**config.mk**
```make
export PLATFORM = sky130hd
export DESIGN_NAME = stcs_regs
export DESIGN_NICKNAME = d
export VERILOG_FILES = /design/src/design/stcs_pkg.sv /design/src/design/stcs_wl_decode.sv /design/src/design/stcs_regs.sv
export SDC_FILE = /design/constraint.sdc
export NUM_CORES = 1
export LEC_CHECK = 0
export BUFFER_PORTS_ARGS = -buffer_cell sky130_fd_sc_hd__buf_2
export CAP_MARGIN = 10
export CELL_PAD_IN_SITES_DETAIL_PLACEMENT = 1
export CELL_PAD_IN_SITES_GLOBAL_PLACEMENT = 2
export CORE_MARGIN = 3
export CORE_UTILIZATION = 31
export CTS_BUF_LIST = sky130_fd_sc_hd__clkbuf_16
export CTS_CLUSTER_SIZE = 30
export DETAILED_ROUTE_END_ITERATION = 16
export HOLD_SLACK_MARGIN = 0.06
export PLACE_DENSITY_LB_ADDON = 0.25
export SLEW_MARGIN = 10
export SYNTH_ARGS = -nofsm -noshare
export SYNTH_HDL_FRONTEND = slang
export SYNTH_SLANG_ARGS = --single-unit
```
**constraint.sdc**
```tcl
create_clock -name clk_sys -period 6.2 [get_ports clk_sys]
set_input_delay 1.24 -clock clk_sys [delete_from_list [all_inputs] [get_ports clk_sys]]
set_output_delay 1.24 -clock clk_sys [all_outputs]
set_load 0.05 [all_outputs]
```
**src/design/stcs_pkg.sv**
```systemverilog
// Package for the transmit channel status register bank.
// Assumes a byte-wide register port addressed by 7-bit register index.
// What this block does
// [RULE_01] Source number field, reset zero, into status
// [RULE_02] Channel number codes drive status bits 21:20/23:22
// [RULE_03] Indicated sample rate, reset 0001, into status
// [RULE_04] Clock accuracy field, reset 11, three levels
// [RULE_05] Data source bit selects receiver or audio interface
// [RULE_06] Status source selects received or programmed status
// [RULE_07] Status source ignored when data source receiver
// [RULE_08] Max word length flag: 20 or 24 bits
// [RULE_09] Word length code, reset 101, decoded per max flag
// [RULE_10] Original sample rate field, reset zero, into status
package stcs_pkg;
	localparam logic [6:0] STCS_ADDR_SRC_CHAN = 7'h14;
	localparam logic [6:0] STCS_ADDR_INDICATED_SAMPLE_RATE_SEL = 7'h15;
	localparam logic [6:0] STCS_ADDR_WL_ORIG = 7'h16;
	localparam logic [7:0] STCS_RST_SRC_CHAN = 8'h00;
	localparam logic [7:0] STCS_RST_INDICATED_SAMPLE_RATE_SEL = 8'h71;
	localparam logic [7:0] STCS_RST_WL_ORIG = 8'h0B;
	localparam int STCS_SOURCE_NUMBER_LSB = 0;
	localparam int STCS_CH1_LSB = 4;
	localparam int STCS_CH2_LSB = 6;
	localparam int STCS_RATE_LSB = 0;
	localparam int STCS_ACC_LSB = 4;
	localparam int STCS_TRANSMIT_DATA_SOURCE_BIT = 6;
	localparam int STCS_STSRC_BIT = 7;
	localparam int STCS_MAX_WORD_LENGTH_FLAG_BIT = 0;
	localparam int STCS_WL_LSB = 1;
	localparam int STCS_ORIG_LSB = 4;
	// Status block bit positions for the fields (consumer layout)
	localparam int STCS_CS_SRC_LSB = 16;
	localparam int STCS_CS_CH1_LSB = 20;
	localparam int STCS_CS_CH2_LSB = 22;
	localparam int STCS_CS_RATE_LSB = 24;
	localparam int STCS_CS_ACC_LSB = 28;
	localparam int STCS_CS_MAX_WORD_LENGTH_FLAG_BIT = 32;
	localparam int STCS_CS_WL_LSB = 33;
	localparam int STCS_CS_ORIG_LSB = 36;
	localparam int STCS_CS_WIDTH = 40;
endpackage

```
**src/design/stcs_wl_decode.sv**
```systemverilog
// Word length decoder for the transmit status word length fields.
// Pure combinational; result is zero for not indicated or reserved codes.
`timescale 1ns/1ps
module stcs_wl_decode
	import stcs_pkg::*;
(
	input wire logic max_word_length_flag, // 1 = 24-bit maximum
	input wire logic [2:0] transmit_word_length, // Word length code
	output logic [4:0] word_length_bits, // Decoded length, 0 if none
	output logic word_length_reserved // Code is reserved
);
	always_comb begin
		word_length_reserved = 1'b0;
		case (transmit_word_length) // RULE_09
			3'h1: word_length_bits = 5'h10;
			3'h2: word_length_bits = 5'h12;
			3'h4: word_length_bits = 5'h13;
			3'h5: word_length_bits = 5'h14;
			3'h6: word_length_bits = 5'h11;
			3'h0: word_length_bits = 5'h00;
			default: begin
				word_length_bits = 5'h00;
				word_length_reserved = 1'b1;
			end
		endcase
		if (max_word_length_flag && word_length_bits != 5'h00) begin // RULE_08
			word_length_bits = word_length_bits + 5'h04;
		end
	end
endmodule

```
**src/design/stcs_regs.sv**
```systemverilog
// Transmit channel status register bank and status source selection.
// Assumes a synchronous byte-wide register port from the control interface.
`timescale 1ns/1ps
module stcs_regs
	import stcs_pkg::*;
(
	input wire logic clk_sys, // System clock, 25 MHz
	input wire logic sys_rst, // Synchronous reset, active high
	input wire logic clk_en, // Freezes all state when low
	input wire logic reg_wr, // Register write strobe
	input wire logic [6:0] reg_addr, // Register index
	input wire logic [7:0] reg_wdata, // Write data
	output logic [7:0] reg_rdata, // Read data of addressed register
	output logic reg_hit, // Address matches this bank
	input wire logic [STCS_CS_WIDTH-1:0] rx_status, // Received status bits
	output logic [STCS_CS_WIDTH-1:0] tx_status_r, // Status sent by transmitter
	output logic tx_from_audio_if, // 1: audio interface, master clock
	output logic tx_status_local, // 1: programmed status sent
	output logic [1:0] subframe_one_chan, // 0 none, 1 left, 2 right
	output logic [1:0] subframe_two_chan, // 0 none, 1 left, 2 right
	output logic [4:0] word_length_bits_r, // Decoded word length, 0 if none
	output logic word_length_reserved_r // Programmed code is reserved
);
	// Three byte registers live in one array picked by a small index, so the
	// write path, the read path and the reset share one address decode.
	localparam int NUM_REGS = 3;
	localparam int IDX_W = 2;
	localparam logic [IDX_W-1:0] IDX_SRC_CHAN = 2'h0;
	localparam logic [IDX_W-1:0] IDX_INDICATED_SAMPLE_RATE_SEL = 2'h1;
	localparam logic [IDX_W-1:0] IDX_WL_ORIG = 2'h2;
	// Field widths are fixed by the status block layout
	localparam int W_SOURCE_NUMBER = 4;
	localparam int W_CHAN = 2;
	localparam int W_RATE = 4;
	localparam int W_ACC = 2;
	localparam int W_WL = 3;
	localparam int W_ORIG = 4;

	// Register storage and write decode
	logic [7:0] regs_r [NUM_REGS];
	logic wr_go;
	logic [IDX_W-1:0] wr_idx;
	logic [NUM_REGS-1:0] wr_sel;

	// Read decode
	logic rd_mapped;
	logic [IDX_W-1:0] rd_idx;
	logic [7:0] rd_byte;

	// Named field views of the registers
	logic [3:0] source_number;
	logic [1:0] subframe_one_channel_number;
	logic [1:0] subframe_two_channel_number;
	logic [3:0] indicated_sample_rate;
	logic [1:0] clock_accuracy_level;
	logic transmit_data_source;
	logic channel_status_source;
	logic max_word_length_flag;
	logic [2:0] transmit_word_length;
	logic [3:0] original_sample_rate;

	// Programmed status, its selection and the decoded length
	logic [STCS_CS_WIDTH-1:0] local_status;
	logic [STCS_CS_WIDTH-1:0] tx_status_nxt;
	logic [4:0] wl_bits;
	logic wl_res;
	logic [4:0] word_length_bits_nxt;
	logic word_length_reserved_nxt;

	function automatic logic addr_mapped(input logic [6:0] a);
		case (a)
			STCS_ADDR_SRC_CHAN: begin
				addr_mapped = 1'b1;
			end
			STCS_ADDR_INDICATED_SAMPLE_RATE_SEL: begin
				addr_mapped = 1'b1;
			end
			STCS_ADDR_WL_ORIG: begin
				addr_mapped = 1'b1;
			end
			default: begin
				addr_mapped = 1'b0;
			end
		endcase
	endfunction

	// Unmapped addresses fold onto index 0; every caller gates with addr_mapped
	function automatic logic [IDX_W-1:0] addr_index(input logic [6:0] a);
		case (a)
			STCS_ADDR_SRC_CHAN: begin
				addr_index = IDX_SRC_CHAN;
			end
			STCS_ADDR_INDICATED_SAMPLE_RATE_SEL: begin
				addr_index = IDX_INDICATED_SAMPLE_RATE_SEL;
			end
			STCS_ADDR_WL_ORIG: begin
				addr_index = IDX_WL_ORIG;
			end
			default: begin
				addr_index = IDX_SRC_CHAN;
			end
		endcase
	endfunction

	function automatic logic [7:0] reset_value(input int i);
		case (i)
			0: begin
				reset_value = STCS_RST_SRC_CHAN; // RULE_01
			end
			1: begin
				reset_value = STCS_RST_INDICATED_SAMPLE_RATE_SEL; // RULE_03
			end
			2: begin
				reset_value = STCS_RST_WL_ORIG; // RULE_09
			end
			default: begin
				reset_value = 8'h00;
			end
		endcase
	endfunction

	// Codes 00 and 11 both mean no channel number; 11 is folded onto 00 so
	// that downstream logic sees a single code for it
	function automatic logic [1:0] chan_code(input logic [1:0] c);
		case (c)
			2'h1: begin
				chan_code = 2'h1;
			end
			2'h2: begin
				chan_code = 2'h2;
			end
			2'h3: begin
				chan_code = 2'h0;
			end
			default: begin
				chan_code = 2'h0;
			end
		endcase
	endfunction

	// Status bits that the programmed registers own; all others pass through
	function automatic logic cs_owned(input int i);
		cs_owned = 1'b0;
		if (i >= STCS_CS_SRC_LSB && i < STCS_CS_SRC_LSB + W_SOURCE_NUMBER) begin
			cs_owned = 1'b1;
		end
		if (i >= STCS_CS_CH1_LSB && i < STCS_CS_CH1_LSB + W_CHAN) begin
			cs_owned = 1'b1;
		end
		if (i >= STCS_CS_CH2_LSB && i < STCS_CS_CH2_LSB + W_CHAN) begin
			cs_owned = 1'b1;
		end
		if (i >= STCS_CS_RATE_LSB && i < STCS_CS_RATE_LSB + W_RATE) begin
			cs_owned = 1'b1;
		end
		if (i >= STCS_CS_ACC_LSB && i < STCS_CS_ACC_LSB + W_ACC) begin
			cs_owned = 1'b1;
		end
		if (i == STCS_CS_MAX_WORD_LENGTH_FLAG_BIT) begin
			cs_owned = 1'b1;
		end
		if (i >= STCS_CS_WL_LSB && i < STCS_CS_WL_LSB + W_WL) begin
			cs_owned = 1'b1;
		end
		if (i >= STCS_CS_ORIG_LSB && i < STCS_CS_ORIG_LSB + W_ORIG) begin
			cs_owned = 1'b1;
		end
	endfunction

	// A write lands only on an enabled edge at a mapped address
	assign wr_go = clk_en && reg_wr && addr_mapped(reg_addr);
	assign wr_idx = addr_index(reg_addr);

	// One flip-flop process per register; clk_en gating already sits in wr_sel
	genvar gi;
	generate
		for (gi = 0; gi < NUM_REGS; gi++) begin : g_reg
			assign wr_sel[gi] = wr_go && (wr_idx == IDX_W'(gi));

			always_ff @(posedge clk_sys) begin
				if (sys_rst) begin
					regs_r[gi] <= reset_value(gi);
				end else if (wr_sel[gi]) begin
					regs_r[gi] <= reg_wdata;
				end
			end
		end
	endgenerate

	assign rd_mapped = addr_mapped(reg_addr);
	assign rd_idx = addr_index(reg_addr);

	// Loop compare keeps the index inside the array for every code
	always_comb begin
		rd_byte = 8'h00;
		for (int k = 0; k < NUM_REGS; k++) begin
			if (rd_idx == IDX_W'(k)) begin
				rd_byte = regs_r[k];
			end
		end
	end

	// Unmapped addresses read zero so a stray read never aliases a register
	always_comb begin
		reg_hit = rd_mapped;
		reg_rdata = 8'h00;
		if (rd_mapped) begin
			reg_rdata = rd_byte;
		end
	end

	always_comb begin
		source_number = regs_r[IDX_SRC_CHAN][STCS_SOURCE_NUMBER_LSB +: W_SOURCE_NUMBER]; // RULE_01
		subframe_one_channel_number = regs_r[IDX_SRC_CHAN][STCS_CH1_LSB +: W_CHAN]; // RULE_02
		subframe_two_channel_number = regs_r[IDX_SRC_CHAN][STCS_CH2_LSB +: W_CHAN]; // RULE_02
	end

	always_comb begin
		indicated_sample_rate = regs_r[IDX_INDICATED_SAMPLE_RATE_SEL][STCS_RATE_LSB +: W_RATE]; // RULE_03
		clock_accuracy_level = regs_r[IDX_INDICATED_SAMPLE_RATE_SEL][STCS_ACC_LSB +: W_ACC]; // RULE_04
		transmit_data_source = regs_r[IDX_INDICATED_SAMPLE_RATE_SEL][STCS_TRANSMIT_DATA_SOURCE_BIT]; // RULE_05
		channel_status_source = regs_r[IDX_INDICATED_SAMPLE_RATE_SEL][STCS_STSRC_BIT]; // RULE_06
	end

	always_comb begin
		max_word_length_flag = regs_r[IDX_WL_ORIG][STCS_MAX_WORD_LENGTH_FLAG_BIT]; // RULE_08
		transmit_word_length = regs_r[IDX_WL_ORIG][STCS_WL_LSB +: W_WL]; // RULE_09
		original_sample_rate = regs_r[IDX_WL_ORIG][STCS_ORIG_LSB +: W_ORIG]; // RULE_10
	end

	assign subframe_one_chan = chan_code(subframe_one_channel_number); // RULE_02
	assign subframe_two_chan = chan_code(subframe_two_channel_number); // RULE_02
	assign tx_from_audio_if = transmit_data_source; // RULE_05
	// Receiver-sourced data must carry its own status, so the select is masked
	assign tx_status_local = transmit_data_source & channel_status_source; // RULE_07

	// Channel fields go into the status raw; only the ports fold 11 onto 00
	always_comb begin
		local_status = '0;
		local_status[STCS_CS_SRC_LSB +: W_SOURCE_NUMBER] = source_number; // RULE_01
		local_status[STCS_CS_CH1_LSB +: W_CHAN] = subframe_one_channel_number; // RULE_02
		local_status[STCS_CS_CH2_LSB +: W_CHAN] = subframe_two_channel_number; // RULE_02
		local_status[STCS_CS_RATE_LSB +: W_RATE] = indicated_sample_rate; // RULE_03
		local_status[STCS_CS_ACC_LSB +: W_ACC] = clock_accuracy_level; // RULE_04
		local_status[STCS_CS_MAX_WORD_LENGTH_FLAG_BIT] = max_word_length_flag; // RULE_08
		local_status[STCS_CS_WL_LSB +: W_WL] = transmit_word_length; // RULE_09
		local_status[STCS_CS_ORIG_LSB +: W_ORIG] = original_sample_rate; // RULE_10
	end

	genvar gb;
	generate
		for (gb = 0; gb < STCS_CS_WIDTH; gb++) begin : g_cs
			// Unowned bits follow the received stream in either mode
			logic pick_local;
			assign pick_local = tx_status_local && cs_owned(gb); // RULE_06
			assign tx_status_nxt[gb] = pick_local ? local_status[gb] : rx_status[gb];
		end
	endgenerate

	always_ff @(posedge clk_sys) begin
		if (sys_rst) begin
			tx_status_r <= '0;
		end else if (clk_en) begin
			tx_status_r <= tx_status_nxt; // RULE_06
		end
	end

	stcs_wl_decode u_wl (
		.max_word_length_flag(max_word_length_flag),
		.transmit_word_length(transmit_word_length),
		.word_length_bits(wl_bits),
		.word_length_reserved(wl_res)
	);

	// Decoded length is registered so it moves in step with tx_status_r
	always_comb begin
		word_length_bits_nxt = word_length_bits_r;
		word_length_reserved_nxt = word_length_reserved_r;
		if (clk_en) begin
			word_length_bits_nxt = wl_bits; // RULE_09
			word_length_reserved_nxt = wl_res; // RULE_09
		end
	end

	always_ff @(posedge clk_sys) begin
		if (sys_rst) begin
			word_length_bits_r <= 5'h00;
		end else begin
			word_length_bits_r <= word_length_bits_nxt;
		end
	end

	// Reserved flag kept apart: it is a status of the code, not a length
	always_ff @(posedge clk_sys) begin
		if (sys_rst) begin
			word_length_reserved_r <= 1'b0;
		end else begin
			word_length_reserved_r <= word_length_reserved_nxt;
		end
	end
endmodule

```
==> summary.txt, run 1 <==
Clock tree
  • Clock Latency Late Sink: 320 ps
  • CTS Buffer Depth: 2
  • CTS sink count: 70
  • CTS tree: done
  • CTS resizes: 0
  • Post-CTS Setup Inserts: 0
  • Root Driver: clkbuf_16
  • Clock transition at the registers of the reported paths: 50 ps
  • Total CTS buffers: 9
  • Post-CTS Hold Buffers: 0
  • H-tree depth: 3

Route
  • Initial DRC count: 112
  • Routed vias/inst: 4.94
  • ANT nets after route: 0
  • Via count: 2737
  • Drt first pass iters: 4
  • Drt wl/cell: 16.9 um
  • Post-route DRC: 0
  • Final wirelength: 9360 um

Critical path
  • Critical path peak fanout: 9
  • CP startpoint kind: primary input
  • CP Class: primary input to output port
  • Arr. time, crit path: 2870 ps
  • Critical path capture point type: output port
  • Worst EP required: 4960 ps

Die
  • Die Span Y: 106 um
  • Die width: 106 um
  • Row cnt: 35
  • Initial Util: 32.8%
  • Full die area: 11200 um^2
  • Core area: 9460 um^2
  • I/O pin count: 120

GRT
  • Initial antenna violation count: 0
  • Grt total ovfl: 0
  • First-pass GRT wire length: 14800 um
  • Largest net degree at the start of global routing: 56
  • GR Util All Layers: 16.7%
  • Vias in the first global route: 2746

Final layout
  • Layout cells sized above 1: 35.1%
  • Antenna Cells: 0
  • Area growth from synthesis to layout: 31.7%
  • # fillers: 1143
  • Post-route cell area: 4090 um^2
  • Nets@finish: 480
  • Most frequent cells in the layout: 119 x buf_2, 54 x nand2_1, 46 x dfxtp_1
  • Seq. cell area: 1640 um^2
  • Final core utilization: 43.2%
  • Commonest non-fill, non-tap cell in the layout: buf_2
  • Area of the multi-input gates: 1350 um^2

Logic synthesis
  • Post-synth top flop: dfxtp_1
  • Register area share after synthesis: 52.9%
  • Yosys cell types: 32
  • Syn nets: 372
  • Synth Warn #: 0
  • Post-synth top area cell: dfxtp_1
  • Synthesized area: 3100 um^2
  • Cells after Synth: 312
  • Yosys top cell area share: 29.7%
  • Synth top area cells: dfxtp_1 30%, edfxtp_1 23%, nand2_1 6.5%
  • Number of synthesized flops with an enable pin: 24
  • Mapped Avg Cell Area: 9.94 um^2
  • Synth async-reset ratio: 0%
  • Number of synthesized register bits: 70

Timing
  • Final setup TNS: 0 ps
  • Final max-slew violation count: 0
  • Final-report setup violation count: 0
  • Slew HR: 22.8%
  • Worst-case clock skew: 5.90 ps
  • Period utilization: 66.4%
  • Worst-margin pin slew: 1150 ps
  • Hold Fails Final Rpt: 0
  • Min Clock Period, post-route: 4110 ps
  • Peak Freq: 0.243 GHz
  • RSZ-0062 raised after global routing: no

Hold path
  • Hold/Removal Path Class: register to register

Placed design
  • Routability congestion estimate: 0.769
  • Cell Area, Placed: 3770 um^2
  • PortBufs: 119
  • DP HPWL: 6870 um

Run
  • Max-capacitance violation count: 0

Power
  • Peak supply drop: 0.120 mV
  • Pwr dens: 300 nW/um^2
  • Pleak: 1.82 nW

Run status
  • Status: completed
==> power by group <==
part / leakage [nW] / internal (mW) / switching, mW
Clock: 0.150 / 0.317 / 0.193
Sequential: 0.613 / 0.502 / 0.0177
Combinational: 1.06 / 0.0547 / 0.143
Total: 1.82 / 0.874 / 0.353
==> cells by family after synthesis <==
family	count (synthesis)	synth area share (%)
muxes	20	6.45
xor gates and xnor gates	1	0.282
AOI/OAI and AO/OA	46	12.2
buffers and inverters	29	3.99
adders and majority gates	1	0.403
and+or+nand+nor	145	23.7
DFF	70	52.9
==> final timing paths <==
kind / from / end / slack, ps / depth (start not counted)
min: word_length_bits_r[1]$_SDFFE_PP0P_ / word_length_bits_r[1]$_SDFFE_PP0P_ / 470 / 2
max: reg_addr[5] / reg_rdata[2] / 2090 / 5
max reg2reg: regs_r[1][6]$_SDFFCE_PN1P_ / tx_status_r[17]$_SDFFE_PP0P_ / 4180 / 5
min reg2reg: word_length_bits_r[1]$_SDFFE_PP0P_ / word_length_bits_r[1]$_SDFFE_PP0P_ / 470 / 2
==> metrics by stage <==
step / total power [mW] / setup WS (ps) / hold WS (ps) / cells
2_1_floorplan: 0.665 / 2320 / 543 / 312
3_3_place_gp: 0.726 / 2120 / 456 / 538
3_5_place_dp: 0.729 / 2090 / 465 / 538
4_1_cts: 1.24 / 2090 / 475 / 554
5_1_grt: 1.28 / 2020 / 506 / 554
6_report: 1.23 / 2090 / 474 / 554
==> cell type report <==
type,count,area share (%)
Multi-Input combinational cell,213,32.9
Timing Repair Buffer,122,15.1
Clock buffer,11,6.74
Inverter,4,0.368
Tap cell,129,3.95
Sequential cell,70,40.2
Clock inverter,5,0.704
==> synth_stat cells (5+ instances only) <==
master,number
nand2_1,54
dfxtp_1,46
nor2_1,43
edfxtp_1,24
a311oi_1,22
mux2i_1,20
and4_1,12
clkbuf_1,12
a21oi_2,9
nand2b_1,9
o221ai_1,8
buf_1,6
buf_2,6
and2_1,5
nand4b_1,5
nor2b_1,5
==> registers in the layout, summed over array words and instances, names as in the netlist <==
register,count
tx_status_r,40
regs_r,24
word_length_bits_r,5
word_length_reserved_r,1
==> critical path, stage by stage <==
cell and delay [ps]:
buf_2 120, or3b_4 420, or3b_1 620, a21oi_2 190, buf_2 280
==> layer usage <==
metal	wire (um)	vias up	global-route usage, %
li1	-	1337	-
met3	474	6	3.28
met4	109	0	6.11
met5	0	-	0
met2	4630	69	27.2
met1	4150	1325	21.9
(Power assumes the default switching activity.)
==> run 2, diff against run 1 <==
--- a/config.mk
+++ b/config.mk
@@ -5,12 +5,13 @@
 export SDC_FILE = /design/constraint.sdc
 export NUM_CORES = 1
 export LEC_CHECK = 0
+export ABC_AREA = 1
 export BUFFER_PORTS_ARGS = -buffer_cell sky130_fd_sc_hd__buf_2
 export CAP_MARGIN = 10
 export CELL_PAD_IN_SITES_DETAIL_PLACEMENT = 1
 export CELL_PAD_IN_SITES_GLOBAL_PLACEMENT = 2
 export CORE_MARGIN = 3
-export CORE_UTILIZATION = 31
+export CORE_UTILIZATION = 27
 export CTS_BUF_LIST = sky130_fd_sc_hd__clkbuf_16
 export CTS_CLUSTER_SIZE = 30
 export DETAILED_ROUTE_END_ITERATION = 16
==> constraint.sdc (replaced) <==
create_clock -name clk_sys -period 3.86 [get_ports clk_sys]
set_input_delay 0.772 -clock clk_sys [delete_from_list [all_inputs] [get_ports clk_sys]]
set_output_delay 0.772 -clock clk_sys [all_outputs]
set_load 0.05 [all_outputs]
==> run 2 against run 1 <==
Against the previous run:
- clock power rose by 39%
- sequential share of layout area down 1.5 points
- cell area up 3.8%
- global-route usage decreased by 0.97 points
- non-clock buffer count rose by 2
- routed wire length rose by 11%
- register-to-register slack lost 2000 ps
- combinational power rose by 71%
- sequential cell count did not move
- first-iteration DRC count is 3.6% higher
- area after synthesis increased by 4.8%
- via count grew 14%
==> summary.txt, run 2 <==
Power
  • Switching part of the total: 30.1% (+1.3 points)
  • Sequential power share: 44.5% (+2.1 points)
  • Pleak: 2.25 nW (+24%)
  • Int Power: 1.32 mW (+51%)
  • Peak supply drop: 0.159 mV (+32%)
  • Clock power share: 37.7% (-3.9 points)
  • NetSw: 0.567 mW (+60%)
  • Comb power frac: 17.8% (+1.7 points)
  • Pwr dens: 444 nW/um^2 (+48%)

Timing
  • Hold Fails Final Rpt: 0 (unchanged)
  • Worst-case clock skew: 7.37 ps (+1.47 ps)
  • Period utilization: 76.9%
  • Worst-margin pin slew: 992 ps (-153 ps)
  • Peak Freq: 0.337 GHz
  • Final max-slew violation count: 0 (unchanged)
  • Min Clock Period, post-route: 2970 ps
  • RSZ-0062 raised after global routing: no
  • Final-report setup violation count: 0 (unchanged)
  • Final setup TNS: 0 ps (unchanged)
  • Slew HR: 33.8% (+11 points)

Logic synthesis
  • Post-synth top area cell: dfxtp_1
  • Synth Area in Adders: 0.385% (-0.018 points)
  • Mux contribution to synthesized area: 0% (-6.5 points)
  • Xor/xnor share of the synthesized area: 0% (-0.28 points)
  • Yosys top cell area share: 28.3% (-1.3 points)
  • Syn nets: 470 (+26%)
  • Most frequent cell after synthesis: nor2_1
  • Largest family of logic cells by synthesized area: simple AND/OR/NAND/NOR gates
  • Commonest cells post-synth: 78 x nor2_1, 61 x nand2_1, 57 x inv_1
  • Post-synth top flop: dfxtp_1
  • Synth Area in Compound Gates: 12.9% (+0.64 points)
  • Post-synthesis simple-gate area fraction: 27.0% (+3.3 points)
  • Mapped Avg Cell Area: 7.93 um^2 (-20%)
  • Cells after Synth: 410 (+31%)
  • Synth top area cells: dfxtp_1 28%, edfxtp_1 22%, nor2_1 9.0%
  • Yosys cell types: 23 (-28%)
  • Synth async-reset ratio: 0% (unchanged)
  • Synth Warn #: 0 (unchanged)
  • Synthesized area: 3250 um^2 (+4.8%)
  • Number of synthesized register bits: 70 (unchanged)
  • Number of synthesized flops with an enable pin: 24 (unchanged)
  • Register area share after synthesis: 50.5% (-2.4 points)

Route
  • Met2 Routed Length: 4920 um (+6.1%)
  • Drt wl/cell: 15.4 um (-9.1%)
  • Drt first pass iters: 4 (unchanged)
  • Final wirelength: 10400 um (+11%)
  • Met1 WL: 4840 um (+17%)
  • Max Used Layer: met4
  • ANT nets after route: 0 (unchanged)
  • Via count: 3129 (+14%)
  • Post-route DRC: 0 (unchanged)
  • Routed vias/inst: 4.64 (-6.0%)
  • DR WL met3: 469 um (-1.1%)
  • Initial DRC count: 116 (+3.6%)

Critical path
  • R2R cell count: 7 (+2)
  • CP bufs+invs: 4 (+2)
  • Critical path's top delay family: simple AND/OR/NAND/NOR gates
  • Worst EP required: 3090 ps (-1870 ps)
  • CP Class: primary input to output port
  • CP Depth: 9 (+4)
  • Arr. time, crit path: 2200 ps (-670 ps)
  • Worst path slowest cell: nor2_4
  • CP startpoint kind: primary input
  • Critical Path Max Stage Delay: 280 ps (-340 ps)
  • Critical path peak fanout: 10 (+1)
  • Critical path capture point type: output port
  • Crit-path cells: buf_2, nor2_2, nand2_1, nor2_4, inv_2, nand3_1, nand2_1, inv_1, buf_2

Clock tree
  • CTS sink count: 70 (unchanged)
  • Clock transition at the registers of the reported paths: 50 ps (about the same)
  • Post-CTS Hold Buffers: 0 (unchanged)
  • Clock Latency Late Sink: 330 ps (about the same)
  • CTS Buffer Depth: 2 (unchanged)
  • CTS resizes: 0 (unchanged)
  • Root Driver: clkbuf_16
  • Total CTS buffers: 9 (unchanged)
  • CTS tree: done
  • Post-CTS Setup Inserts: 0 (unchanged)
  • H-tree depth: 3 (unchanged)

GRT
  • GR Util All Layers: 15.7% (-0.97 points)
  • Largest net degree at the start of global routing: 63 (+13%)
  • Grt total ovfl: 0 (unchanged)
  • Vias in the first global route: 3174 (+16%)
  • First-pass GRT wire length: 16400 um (+11%)
  • Initial antenna violation count: 0 (unchanged)

Placed design
  • DP HPWL: 7850 um (+14%)
  • PortBufs: 119 (unchanged)
  • Routability congestion estimate: 0.799 (+4.0%)

Final layout
  • Nets@finish: 586 (+22%)
  • Top Registers: tx_status_r x40, regs_r x24, word_length_bits_r x5
  • Commonest non-fill, non-tap cell in the layout: buf_2
  • Seq. cell area: 1640 um^2 (unchanged)
  • Layout cells sized above 1: 28.4% (-6.6 points)
  • Final core utilization: 36.5% (-6.7 points)
  • Most frequent cells in the layout: 119 x buf_2, 78 x nor2_1, 61 x inv_1, 61 x nand2_1, 46 x dfxtp_1
  • Max reg flops: 40 (unchanged)
  • # fillers: 1483 (+30%)
  • Most flop-heavy register: tx_status_r
  • Antenna Cells: 0 (unchanged)
  • Area growth from synthesis to layout: 30.5%
  • Area of the multi-input gates: 1310 um^2 (-2.8%)

Hold path
  • WHS Path Cells: 2 (unchanged)
  • Hold/Removal Path Class: register to register

Die
  • Full die area: 13400 um^2 (+19%)
  • Die Span Y: 116 um (+9.1%)
  • Initial Util: 28.0% (-4.8 points)
  • Row cnt: 39 (+11%)
  • Core area: 11600 um^2 (+23%)
  • Die width: 116 um (+9.1%)
  • I/O pin count: 120 (unchanged)

Run status
  • Status: completed

Run
  • Max-capacitance violation count: 0 (unchanged)
run 2: layout make-up:
| class | count | share of cell area (%) |
|---|---|---|
| multi-input combinational | 261 | 30.8 |
| tap | 143 | 4.22 |
| sequential | 70 | 38.7 |
| inverter | 60 | 5.31 |
| clock inverter | 7 | 0.679 |
| timing repair buffer | 124 | 14.9 |
| clock buffer | 9 | 5.31 |
run 2: logic make-up after synthesis:
family / count (synthesis)
buf+inv: 79
fa+ha+maj: 1
simple gates: 188
compound gates: 72
flops: 70
run 2: layer usage:
layer | vias up | GRT usage [%]
met4 | 0 | 4.18
met3 | 7 | 3.60
met2 | 72 | 25.7
met1 | 1492 | 21.0
met5 | - | 0
li1 | 1558 | -
run 2: per-stage QoR:
step,total power [mW],instance area [um^2],hold WS (ps),setup slack [ps],instances
6_report,1.88,4240,469,892,674
3_3_place_gp,1.19,3990,459,937,658
3_5_place_dp,1.19,3990,464,894,658
4_1_cts,1.91,4240,473,886,674
5_1_grt,1.98,4240,495,724,674
2_1_floorplan,1.08,3250,492,851,410
run 2: worst reg2reg max path, cell delays in order (launching register included):
cell	delay (ps)
edfxtp_1	420
nand2_1	100
buf_4	310
inv_1	310
nand2_1	180
nand3_1	80
o211ai_1	120
inv_1	50
run 2: final timing paths:
kind	start	end	slack, ps
worst max-delay path	reg_addr[3]	reg_rdata[2]	890
worst min-delay path	word_length_bits_r[1]$_SDFFE_PP0P_	word_length_bits_r[1]$_SDFFE_PP0P_	470
worst min register to register	word_length_bits_r[1]$_SDFFE_PP0P_	word_length_bits_r[1]$_SDFFE_PP0P_	470
worst max register to register	regs_r[1][6]$_SDFFCE_PN1P_	tx_status_r[16]$_SDFFE_PP0P_	2190
run 2: power by group through the flow:
| stage | registers, mW | logic [mW] | clock network [mW] |
|---|---|---|---|
| after floorplan | 0.965 | 0.118 | 0 |
| after global placement | 0.852 | 0.336 | 0 |
| after detailed placement | 0.854 | 0.341 | 0 |
| after CTS | 0.838 | 0.342 | 0.730 |
| after global routing | 0.843 | 0.368 | 0.766 |
| final | 0.838 | 0.336 | 0.710 |
==> run 3, diff against run 2 <==
--- a/config.mk
+++ b/config.mk
@@ -5,13 +5,13 @@
 export SDC_FILE = /design/constraint.sdc
 export NUM_CORES = 1
 export LEC_CHECK = 0
-export ABC_AREA = 1
+export ABC_AREA = 0
 export BUFFER_PORTS_ARGS = -buffer_cell sky130_fd_sc_hd__buf_2
 export CAP_MARGIN = 10
 export CELL_PAD_IN_SITES_DETAIL_PLACEMENT = 1
 export CELL_PAD_IN_SITES_GLOBAL_PLACEMENT = 2
 export CORE_MARGIN = 3
-export CORE_UTILIZATION = 27
+export CORE_UTILIZATION = 28
 export CTS_BUF_LIST = sky130_fd_sc_hd__clkbuf_16
 export CTS_CLUSTER_SIZE = 30
 export DETAILED_ROUTE_END_ITERATION = 16
==> constraint.sdc (replaced) <==
create_clock -name clk_sys -period 2.8 [get_ports clk_sys]
set_input_delay 0.56 -clock clk_sys [delete_from_list [all_inputs] [get_ports clk_sys]]
set_output_delay 0.56 -clock clk_sys [all_outputs]
set_load 0.05 [all_outputs]
==> run 3 against run 2 <==
Against the previous run:
- die area shrank 7.5%
- clock power up 65%
- count of clock-buffer cells in the layout increased by 1
- sequential power grew 37%
- first-iteration DRC count shrank 0.86%
- hold slack worse by 5.1 ps
- critical path depth decreased by 3
- sequential share of layout area grew 0.77 points
- worst setup slack worse by 780 ps
- routed wire length down 6.0%
- utilization increased by 2.9 points
==> summary.txt, run 3 (synthesized netlist as in run 1, its figures left out) <==
Run status
  • Status: completed

Hold path
  • Hold/Removal Path Class: primary input to register

Timing
  • Final setup TNS: 0 ps (unchanged)
  • Min Clock Period, post-route: 2680 ps
  • Final max-slew violation count: 0 (unchanged)
  • Period utilization: 95.9%
  • Peak Freq: 0.373 GHz
  • Worst-case clock skew: 5.58 ps (-1.80 ps)
  • Hold Fails Final Rpt: 0 (unchanged)
  • Final-report setup violation count: 0 (unchanged)
  • Slew HR: 43.2% (+9.4 points)
  • Worst-margin pin slew: 852 ps (-140 ps)
  • RSZ-0062 raised after global routing: no

Clock tree
  • CTS tree: done
  • CTS resizes: 0 (unchanged)
  • Post-CTS Setup Inserts: 0 (unchanged)
  • Post-CTS Hold Buffers: 0 (unchanged)
  • Clock Latency Late Sink: 330 ps (about the same)
  • Clock transition at the registers of the reported paths: 60 ps (about the same)
  • Total CTS buffers: 9 (unchanged)
  • CTS sink count: 70 (unchanged)
  • CTS Buffer Depth: 2 (unchanged)
  • H-tree depth: 3 (unchanged)
  • Root Driver: clkbuf_16

GRT
  • First-pass GRT wire length: 15400 um (-5.9%)
  • Vias in the first global route: 2740 (-14%)
  • Grt total ovfl: 0 (unchanged)
  • Largest net degree at the start of global routing: 73 (+16%)
  • GR Util All Layers: 16.0% (+0.31 points)
  • Initial antenna violation count: 0 (unchanged)

Final layout
  • Nets@finish: 489 (-17%)
  • Final core utilization: 39.4% (+2.9 points)
  • Post-route cell area: 4160 um^2 (-1.9%)
  • Most frequent cells in the layout: 119 x buf_2, 54 x nand2_1, 46 x dfxtp_1
  • Max reg flops: 40 (unchanged)
  • Commonest non-fill, non-tap cell in the layout: buf_2
  • Final instance count without filler cells: 570 (-15%)
  • Top Registers: tx_status_r x40, regs_r x24, word_length_bits_r x5
  • Layout cells sized above 1: 36.4% (+8.0 points)
  • Antenna Cells: 0 (unchanged)
  • Most flop-heavy register: tx_status_r
  • Area growth from synthesis to layout: 34.0%

Power
  • Pwr dens: 664 nW/um^2 (+50%)
  • NetSw: 0.787 mW (+39%)
  • Pleak: 1.86 nW (-17%)
  • Peak supply drop: 0.317 mV (+100%)
  • Clock power share: 42.2% (+4.5 points)
  • Power Total: 2.76 mW (+47%)
  • Comb power frac: 16.1% (-1.7 points)
  • Switching part of the total: 28.5% (-1.6 points)
  • Sequential power share: 41.7% (-2.8 points)
  • Int Power: 1.98 mW (+50%)

Route
  • Initial DRC count: 115 (-0.86%)
  • Drt wl/cell: 17.1 um (+11%)
  • ANT nets after route: 0 (unchanged)
  • Final wirelength: 9730 um (-6.0%)
  • Post-route DRC: 0 (unchanged)
  • Routed vias/inst: 4.80 (+3.4%)
  • Via count: 2736 (-13%)
  • Drt first pass iters: 4 (unchanged)

Die
  • Core area: 10600 um^2 (-9.1%)
  • Die Span Y: 111 um (-3.8%)
  • Full die area: 12400 um^2 (-7.5%)
  • I/O pin count: 120 (unchanged)
  • Die width: 111 um (-3.8%)
  • Initial Util: 29.4% (+1.4 points)
  • Row cnt: 37 (-5.1%)

Critical path
  • Worst path slowest cell: or3b_1
  • Crit-path cells: buf_2, or3b_4, or3b_1, buf_4, a21oi_2, buf_2
  • R2R setup slack: 1080 ps (-1110 ps)
  • Critical Path Max Stage Delay: 460 ps (+180 ps)
  • CP startpoint kind: primary input
  • CP Class: primary input to output port
  • Most frequent CP cell: buf_2
  • Worst EP required: 2240 ps (-850 ps)
  • Arr. time, crit path: 2120 ps (-80 ps)
  • Critical path capture point type: output port
  • Critical path peak fanout: 6 (-4)

Placed design
  • Routability congestion estimate: 0.799 (about the same)
  • DP HPWL: 7100 um (-9.5%)
  • Cell Area, Placed: 3850 um^2 (-3.5%)
  • PortBufs: 119 (unchanged)
  • Placed Instances: 554 (-16%)

Run
  • Max-capacitance violation count: 0 (unchanged)
-- run 3: cell type report --
cell class                 count  area, um^2
fill                        1236        6400
sequential                    70        1640
multi-input combinational    213        1340
timing repair buffer         131         686
clock buffer                  10         250
tap                          136         170
clock inverter                 6        58.8
inverter                       4        15.0
-- run 3: through the flow --
step | setup slack (ps) | hold slack [ps]
2_1_floorplan | 283 | 543
3_3_place_gp | 148 | 458
3_5_place_dp | 110 | 461
4_1_cts | 106 | 450
5_1_grt | 57.3 | 471
6_report | 116 | 464
-- run 3: critical path, delay by kind of cell --
kind / cells / cell delay (ps)
buffers and inverters: 3 / 580
AOI/OAI and AO/OA: 1 / 110
and+or+nand+nor: 2 / 880
-- run 3: power by group through the flow --
stage,combinational [mW],sequential (mW),clock [mW]
2_1_floorplan,0.159,1.31,0
3_3_place_gp,0.447,1.17,0
3_5_place_dp,0.451,1.17,0
4_1_cts,0.452,1.15,1.21
5_1_grt,0.479,1.16,1.25
6_report,0.445,1.15,1.17
-- run 3: path summary, 6_finish.rpt --
check / from / depth (start not counted) / to
worst min register to register: word_length_bits_r[0]$_SDFFE_PP0P_ / 2 / word_length_bits_r[0]$_SDFFE_PP0P_
worst max register to register: regs_r[2][2]$_SDFFCE_PN0P_ / 5 / word_length_bits_r[2]$_SDFFE_PP0P_
worst max-delay path: reg_addr[5] / 6 / reg_rdata[2]
worst min-delay path: rx_status[11] / 3 / tx_status_r[11]$_SDFFE_PP0P_
-- run 3: per-layer routing --
metal	track usage, %	part of all wire, %	vias up
li1	-	-	1356
met1	20.8	45	1312
met2	25.9	49	60
met3	4.26	4.4	8
met4	5.11	1.1	0
met5	0	0	-
